`src/pkg/uhsr_pkg.sv`:
```
// Contract
// - Async schedule status bit follows the real async schedule state, may lag.
// - Periodic schedule status bit follows the real periodic schedule state.
// - Status equal to enable means transition done; mismatch means in progress.
// - Reclamation bit is read-only, reports the empty async schedule detect.
// - Halted bit resets to one and reads zero while run/stop is one.
// - After run/stop clears, finish stopping, then set halted.
// - Doorbell rung, next async advance sets the async-advance flag.
// - Serious host bus access error sets the host system error flag.
// - Host system error clears run/stop so no further descriptors run.
// - Rollover flag on index bit 13 toggle (1024), bit 12 (512) or bit 11 (256).
// - Port change flag on change or force-resume rise of non-companion port.
// - On D3-to-D0 load port change flag with OR of port change bits.
// - Transaction completing with an error sets the USB error flag.
// - Error on descriptor with interrupt-on-complete sets both flags.
// - Retiring a descriptor with interrupt-on-complete sets completion flag.
// - Short packet detection also sets the completion flag.
// - Interrupt raised when a flag and its enable are both set.
package uhsr_pkg;

  localparam logic [7:0] HOST_STATUS_OFFSET = 8'h24;

  // Bit positions inside the status word
  localparam int ASYNC_STAT_BIT = 15;
  localparam int PER_STAT_BIT = 14;
  localparam int RECLAMATION_FLAG_BIT = 13;
  localparam int HALTED_BIT = 12;
  localparam int ADVANCE_BIT = 5;
  localparam int SYS_ERR_BIT = 4;
  localparam int ROLLOVER_BIT = 3;
  localparam int PORT_CHG_BIT = 2;
  localparam int USB_ERR_BIT = 1;
  localparam int COMPLETE_BIT = 0;
  localparam int NUM_FLAGS = 6;

  // Frame index bits watched per list size
  localparam int IDX_BIT_1024 = 13;
  localparam int IDX_BIT_512 = 12;
  localparam int IDX_BIT_256 = 11;
  localparam int FRAME_INDEX_W = 14;

  localparam logic [1:0] FLS_1024 = 2'h0;
  localparam logic [1:0] FLS_512 = 2'h1;
  localparam logic [1:0] FLS_256 = 2'h2;

  localparam logic [5:0] FLAGS_RESET = 6'h00;
  localparam logic [31:0] RDATA_RESET = 32'h0000_0000;

  typedef enum logic [2:0] {
    UHSR_RUN = 3'b001,
    UHSR_STOPPING = 3'b010,
    UHSR_HALTED = 3'b100
  } uhsr_state_t;

endpackage

```
`src/rtl/uhsr_status.sv`:
```
`timescale 1ns/1ps
module uhsr_status #(
  parameter int NUM_PORTS = 2
) (
  input wire logic mclk,
  input wire logic sys_rst,
  // Register port at the status offset
  input wire logic [7:0] reg_addr,
  input wire logic reg_wr_en,
  input wire logic reg_rd_en,
  input wire logic [31:0] reg_wdata,
  output logic [31:0] reg_rdata,
  // Command register bits
  input wire logic run_stop,
  input wire logic async_sched_enable,
  input wire logic periodic_sched_enable,
  input wire logic async_advance_doorbell,
  input wire logic [1:0] frame_list_size,
  input wire logic [5:0] irq_enable_reg,
  // Schedule engine
  input wire logic async_running,
  input wire logic periodic_running,
  input wire logic reclamation_in,
  input wire logic engine_idle,
  input wire logic async_advanced,
  input wire logic td_retire,
  input wire logic td_error,
  input wire logic td_ioc,
  input wire logic short_packet,
  // Host bus master
  input wire logic host_bus_error,
  // Frame index counter
  input wire logic [13:0] frame_index,
  // Port logic
  input wire logic [NUM_PORTS-1:0] port_change_bits,
  input wire logic [NUM_PORTS-1:0] companion_owns_port,
  input wire logic [NUM_PORTS-1:0] force_port_resume,
  input wire logic [NUM_PORTS-1:0] port_suspended,
  input wire logic power_d3_to_d0,
  // Results
  output logic irq_out,
  output logic run_stop_clear,
  output logic halted_out,
  output logic async_settled,
  output logic periodic_settled
);

  typedef struct packed {
    uhsr_pkg::uhsr_state_t state;
    logic async_stat;
    logic per_stat;
    logic reclamation_flag;
    logic [5:0] flags;
    logic db_pending;
    logic [2:0] fi_prev;
    logic [NUM_PORTS-1:0] chg_prev;
    logic [NUM_PORTS-1:0] fpr_prev;
    logic [31:0] rdata;
    logic irq;
    logic rs_clear;
    logic async_ok;
    logic per_ok;
  } uhsr_regs_t;

  uhsr_regs_t q;
  uhsr_regs_t d;

  ////////////////////////////////////////////////////////////////////////
  // Event decode

  logic reg_hit;
  logic wr_hit;
  logic rd_hit;
  logic idx_toggle;
  logic rollover_evt;
  logic port_evt;
  logic power_load;
  logic advance_evt;
  logic complete_evt;
  logic usb_err_evt;
  logic halted_view;
  logic [5:0] set_vec;
  logic [5:0] clr_vec;
  logic [31:0] status_word;

  assign reg_hit = (reg_addr == uhsr_pkg::HOST_STATUS_OFFSET);
  assign wr_hit = reg_wr_en & reg_hit;
  assign rd_hit = reg_rd_en & reg_hit;

  // Size code 3 is reserved, so no rollover is reported for it
  always_comb begin
    case (frame_list_size)
      uhsr_pkg::FLS_1024: begin
        idx_toggle = frame_index[uhsr_pkg::IDX_BIT_1024] != q.fi_prev[2];
      end
      uhsr_pkg::FLS_512: begin
        idx_toggle = frame_index[uhsr_pkg::IDX_BIT_512] != q.fi_prev[1];
      end
      uhsr_pkg::FLS_256: begin
        idx_toggle = frame_index[uhsr_pkg::IDX_BIT_256] != q.fi_prev[0];
      end
      default: begin
        idx_toggle = 1'b0;
      end
    endcase
  end
  assign rollover_evt = idx_toggle;

  // Companion-owned ports report only through the D3-to-D0 load below
  assign port_evt = |(~companion_owns_port &
    ((port_change_bits & ~q.chg_prev) |
     (force_port_resume & ~q.fpr_prev & port_suspended)));
  assign power_load = power_d3_to_d0 & (|port_change_bits);

  // Doorbell rung in the same cycle as an advance waits for the next one
  assign advance_evt = q.db_pending & async_advanced;
  assign usb_err_evt = td_error;
  assign complete_evt = (td_retire & td_ioc) | (td_error & td_ioc) |
    short_packet;

  always_comb begin
    set_vec = 6'h00;
    set_vec[uhsr_pkg::ADVANCE_BIT] = advance_evt;
    set_vec[uhsr_pkg::SYS_ERR_BIT] = host_bus_error;
    set_vec[uhsr_pkg::ROLLOVER_BIT] = rollover_evt;
    set_vec[uhsr_pkg::PORT_CHG_BIT] = port_evt | power_load;
    set_vec[uhsr_pkg::USB_ERR_BIT] = usb_err_evt;
    set_vec[uhsr_pkg::COMPLETE_BIT] = complete_evt;
  end

  // Only the flag bits respond to writes; reserved bits are dropped
  assign clr_vec = wr_hit ? reg_wdata[5:0] : 6'h00;

  // Halted masked by run/stop so it never reads one while running
  assign halted_view = (q.state == uhsr_pkg::UHSR_HALTED) & ~run_stop;

  always_comb begin
    status_word = 32'h0000_0000;
    status_word[uhsr_pkg::ASYNC_STAT_BIT] = q.async_stat;
    status_word[uhsr_pkg::PER_STAT_BIT] = q.per_stat;
    status_word[uhsr_pkg::RECLAMATION_FLAG_BIT] = q.reclamation_flag;
    status_word[uhsr_pkg::HALTED_BIT] = halted_view;
    status_word[5:0] = q.flags;
  end

  ////////////////////////////////////////////////////////////////////////
  // Next state

  always_comb begin
    d = q;
    d.async_stat = async_running;
    d.per_stat = periodic_running;
    d.reclamation_flag = reclamation_in;
    d.async_ok = async_running == async_sched_enable;
    d.per_ok = periodic_running == periodic_sched_enable;
    // Set wins over a write-one clear in the same cycle
    d.flags = (q.flags & ~clr_vec) | set_vec;
    if (async_advance_doorbell) begin
      d.db_pending = 1'b1;
    end else if (advance_evt) begin
      d.db_pending = 1'b0;
    end
    d.fi_prev = frame_index[uhsr_pkg::IDX_BIT_1024:uhsr_pkg::IDX_BIT_256];
    d.chg_prev = port_change_bits;
    d.fpr_prev = force_port_resume;
    d.rs_clear = host_bus_error;
    d.irq = |(q.flags & irq_enable_reg);
    if (reg_rd_en) begin
      d.rdata = rd_hit ? status_word : 32'h0000_0000;
    end
    case (q.state)
      uhsr_pkg::UHSR_RUN: begin
        // A bus error stops execution even before run/stop drops
        if (!run_stop || host_bus_error) begin
          d.state = uhsr_pkg::UHSR_STOPPING;
        end
      end
      uhsr_pkg::UHSR_STOPPING: begin
        if (run_stop && !host_bus_error) begin
          d.state = uhsr_pkg::UHSR_RUN;
        end else if (engine_idle) begin
          d.state = uhsr_pkg::UHSR_HALTED;
        end
      end
      uhsr_pkg::UHSR_HALTED: begin
        if (run_stop) begin
          d.state = uhsr_pkg::UHSR_RUN;
        end
      end
      default: begin
        d.state = uhsr_pkg::UHSR_HALTED;
      end
    endcase
  end

  always_ff @(posedge mclk) begin
    if (sys_rst) begin
      q <= '0;
      q.state <= uhsr_pkg::UHSR_HALTED;
      q.flags <= uhsr_pkg::FLAGS_RESET;
      q.rdata <= uhsr_pkg::RDATA_RESET;
      q.async_ok <= 1'b1;
      q.per_ok <= 1'b1;
    end else begin
      q <= d;
    end
  end

  assign reg_rdata = q.rdata;
  assign irq_out = q.irq;
  assign run_stop_clear = q.rs_clear;
  assign halted_out = q.state == uhsr_pkg::UHSR_HALTED;
  assign async_settled = q.async_ok;
  assign periodic_settled = q.per_ok;
endmodule

```
`config.mk`:
```
export PLATFORM = sky130hd
export DESIGN_NAME = uhsr_status
export DESIGN_NICKNAME = d
export VERILOG_FILES = /design/src/pkg/uhsr_pkg.sv /design/src/rtl/uhsr_status.sv
export SDC_FILE = /design/constraint.sdc
export NUM_CORES = 1
export LEC_CHECK = 0
export BUFFER_PORTS_ARGS = -buffer_cell sky130_fd_sc_hd__clkbuf_2
export CORE_MARGIN = 8
export CORE_UTILIZATION = 39
export DETAILED_ROUTE_END_ITERATION = 10
export GPL_TIMING_DRIVEN = 0
export PLACE_DENSITY = 0.8
export SLEW_MARGIN = 20
export SYNTH_ARGS = -nofsm -noshare
export SYNTH_HDL_FRONTEND = slang
export SYNTH_SLANG_ARGS = --single-unit
```
`constraint.sdc`:
```
create_clock -name mclk -period 1.5 [get_ports mclk]
set_input_delay 0.225 -clock mclk [delete_from_list [all_inputs] [get_ports mclk]]
set_output_delay 0.225 -clock mclk [all_outputs]
set_load 0.01 [all_outputs]
```
# After elaboration in Yosys (flattened, before gate mapping)

Index checks and enable logic that the tools add are counted.

Bits in registers: 56
Output and inout bits: 37

Equal/unequal tests: 14
Muxes and demuxes: 10
Bitwise operators: 23
Reductions and logical operators: 10

Operators with widths:

| cell               | count |
|---|---|
| $mux 16            | 1 |
| $and 6x6->6        | 2 |
| $mux 3             | 4 |
| $pmux 3 s3         | 1 |
| $and 2x2->2        | 4 |
| $eq 8x6->1 const B | 1 |
| $and 1x1->1        | 7 |
| $mux 6             | 1 |
| $not 2->2          | 3 |
| $not 6->6          | 1 |
| $or 6x6->6         | 1 |
| $reduce_or 6->1    | 1 |
| $ne 2x2->1 const B | 2 |
| $reduce_or 2->1    | 2 |
| $eq 3x1->1 const B | 1 |
| $eq 3x2->1 const B | 1 |
| $eq 3x3->1 const B | 1 |
| $ne 1x1->1         | 3 |
| $ne 3x3->1 const B | 1 |
| $or 1x1->1         | 3 |
| $pmux 1 s3         | 1 |
| $reduce_and 3->1   | 1 |
| $eq 1x1->1         | 2 |
| $eq 2x1->1 const B | 1 |
| other kinds (9)    | 11 |

# Longest topological paths before layout

Depth after elaboration: 8
Depth in mapped cells: 5

# Least setup slack after synthesis

OpenSTA, ideal clock, no wires.

Path type: flip-flop to flip-flop
Start point: register q[53] (netlist bit)
End point: register q[54] (netlist bit)
Setup time: 0.119 ns
Arrival time: 1.197 ns
Data required time: 1.381 ns
Path slack: 0.185 ns
Cell stages (with the launch flop): 4
Clock period less this slack: 1.315 ns
Path through: dfxtp_1 or3b_1 mux2_2 o221a_1

Longest elaborated chain between the ends: 3
Elaborated cells between the ends (all ways): 8
Those cells by class: eq/ne (6); mux (1); reduce/logical (1)

Ends and longest elaborated chain:

| element                                                   | line               | RTL |
|---|---|---|
| from (decl)                                               | uhsr_status.sv:65  | `uhsr_regs_t q;` |
| $eq 3x2->1, or another cell as far along                  | uhsr_status.sv:171 | `case (q.state)` |
| $ne 3x3->1 (no source line) or $ne 2x2->1 (tied branches) | --                 |  |
| $reduce_and 3->1 (no source line)                         | --                 |  |

Parallel ways exist; a longest one is shown, timed or not.
A chain may end at the register's enable or synchronous reset.

# Worst setup path in the final report

Same ends and word-level chain as after synthesis.

==> key figures <==
Timing
  • Worst setup margin: 0.108 ns
  • Worst slew pin tran: roughly 0.55 ns
  • Skew final: 0.00664 ns
  • Slew Viols, Final: 0
  • Final setup fails: 0
  • Worst hold slack: 0.152 ns
  • Final period util: 92.8%
  • Tmin final: 1.39 ns
  • Final Hold Fails: 0
  • Slew Limit Headroom: 63.5%
  • RSZ-0062 raised after global routing: no
  • Total Neg Setup Slack: 0 ns
  • Fmax: 718 MHz

Clocking
  • # Post-CTS Setup Buffers: 0
  • H-tree depth: 2
  • Count of hold-fix buffers inserted at cts: 0
  • PostCTS Resize Cnt: 0
  • Clock insertion delay at the later pin of the skew report: 0.27 ns
  • CTS Buf Count: 5
  • Clk slew on worst S/H paths: 0.07 ns
  • Root buffer cell: clkbuf_8
  • CTS sink cnt: 34
  • CTS tree: done
  • Clock buffer depth: 2

Global routing
  • Largest net degree at the start of global routing: 11
  • All-Layer GR Usage: between 10% and 20%
  • First-pass GRT wire length: 6.21 mm
  • Number of global-route vias before repair: 1,462
  • Global route overflow: 0
  • Initial antenna violation count: 0

Setup path
  • CP startpoint kind: register
  • Critical path arrival: between 1.5 and 2 ns
  • Required @ worst endpoint: ~1.7 ns
  • CP Capture Type: register
  • Crit Path Max Fanout: 6
  • Crit Path Category: reg2reg
  • Reg2reg setup slack: approximately 0.11 ns

Detailed routing
  • Final ANT Viol Nets: 0
  • Vias: 1,404
  • Avg Vias per Cell: 4.32
  • Routed WL: 4.01 mm
  • Iter 0 DRT Violations: 44
  • Drt first pass iters: 4
  • Routed len/inst: 12.3 µm
  • Residual DRC: 0

Power
  • Switch Pwr: 0.473 mW
  • Leak pwr: 1.11 nW
  • Total power: 1.95 mW
  • Clock power share: about 35%
  • Pwr/cell area: 892 nW/µm²
  • Comb pwr share: ~15%
  • Peak supply drop: 0.000728 V
  • Reg power frac: approximately 50%
  • Sw frac: 24.2%
  • Internal power: 1.48 mW

Logic synthesis
  • Main flop type after synthesis: dfxtp_1
  • Post-synth ARST share: 0%
  • Post-synth EDFFs: 0
  • Flops & latches, synth: 34
  • Mapped Area: about 1600 µm²
  • Yosys cell types: 36
  • Syn Inst Count: about 180
  • Register area share after synthesis: 41.8%
  • Syn avg cell area: 8.99 µm²
  • Synth warn: 0

Final layout
  • # diodes: 0
  • Nets: 363
  • Fraction of layout cells with a size suffix above 1: 40.0%
  • Area Overhead vs Synth: 34.3%
  • Post-Layout Inst Area: 2190 µm²

Placement
  • Post-Place Worst Slack: 0.0893 ns
  • DP HPWL: 3.37 mm
  • Placer Congestion: 0.724
  • PortBufs: 65
  • Post-DP Area: roughly 2100 µm²

Min path
  • Hold Crit Class: in2reg

Run status
  • Run status: finished, final reports clean

Die
  • Starting Density: 40.7%
  • Die area: 6500 µm²
  • Die height: 80.6 µm
  • Die width: 80.6 µm
  • Total core area: between 4000 and 5000 µm²
  • Cell Rows: 23
  • # IOs: roughly 130

Job
  • Number of max-cap violations: 0
[path summary, 6_finish.rpt]
check               start       endpoint  cells past startpoint
max                 q[53]          q[54]                      3
min          reg_wdata[4]          q[48]                      2
max reg2reg         q[53]          q[54]                      3
min reg2reg         q[52]  reg_rdata[15]                      2
[cell usage after synthesis, types with 3 or more instances]
cell / count / share of area (%)
dfxtp_1: 34 / 42
nor2b_1: 19 / 7.3
nor2_1: 18 / 4.2
a22oi_1: 4 / 1.8
a21oi_1: 16 / 4.9
xor2_1: 3 / 1.6
inv_1: 5 / 1.2
clkbuf_1: 3 / 0.69
buf_4: 33 / 15
nand2_1: 6 / 1.4
o21ai_0: 3 / 0.92
nand2b_1: 3 / 1.2
nand4_1: 3 / 1.2
[routing by layer]
metal	track usage [%]	up-vias	part of all wire (%)
li1	-	738	-
met1	12.2	609	37
met2	21.6	53	51
met3	5.92	4	11
met4	3.27	0	0.75
met5	0	-	0
[stage by stage]
step,utilization [%],instances
after floorplan,-,202
after global placement,52.4,317
after detailed placement,52.4,317
after CTS,54.6,325
after global routing,54.6,325
final,54.6,325
[worst max-delay path, stage by stage (launching register included)]
cell	delay [ns]
dfxtp_1	0.40
or3b_1	0.38
mux2_2	0.27
o221a_1	0.23
[power by group through the flow]
stage          clock network [mW]  registers (mW)  logic [mW]
4_1_cts                     0.699           0.977       0.300
2_1_floorplan                   0           0.993       0.180
5_1_grt                     0.730           0.982       0.331
6_report                    0.672           0.977       0.300
3_5_place_dp                    0           0.997       0.299
3_3_place_gp                    0           0.995       0.292
[flip-flops by register name, summed over array words and instances (netlist names)]
signal and count:
q 20, irq_out 1, async_settled 1, run_stop_clear 1
periodic_settled 1, reg_rdata 10
[cell families after synthesis]
group	count (synthesis)	synth area share, %
AO/OA/AOI/OAI	35	13.5
XOR/XNOR	5	2.69
buffers and inverters	42	17.3
flip-flops	34	41.8
multiplexers	1	0.692
other	1	0.230
AND/OR/NAND/NOR	63	23.8
[area by class of cell]
class / count / area (µm²)
inverters: 5 / 18.8
plain buffers: 37 / 263
clock buffers: 7 / 86.3
multi-input cells: 126 / 744
clock inverters: 1 / 5.00
fillers: 401 / 1810
flip-flops and latches: 34 / 681
well taps: 50 / 62.6
repair buffers: 65 / 325
[placed cells by master, fill, tap and decap left out, types with 3 or more instances in the layout]
master    netlist  final
a21oi_1        16     16
a22oi_1         4      4
buf_4          33     33
clkbuf_1        3      4
clkbuf_2        0     65
clkbuf_8        0      6
conb_1          1     22
dfxtp_1        34     34
inv_1           5      5
nand2_1         6      6
nand2b_1        3      3
nand4_1         3      3
nor2_1         18     18
nor2b_1        19     19
o21ai_0         3      3
xor2_1          3      3
No activity file was read; power rests on OpenSTA's default activity.
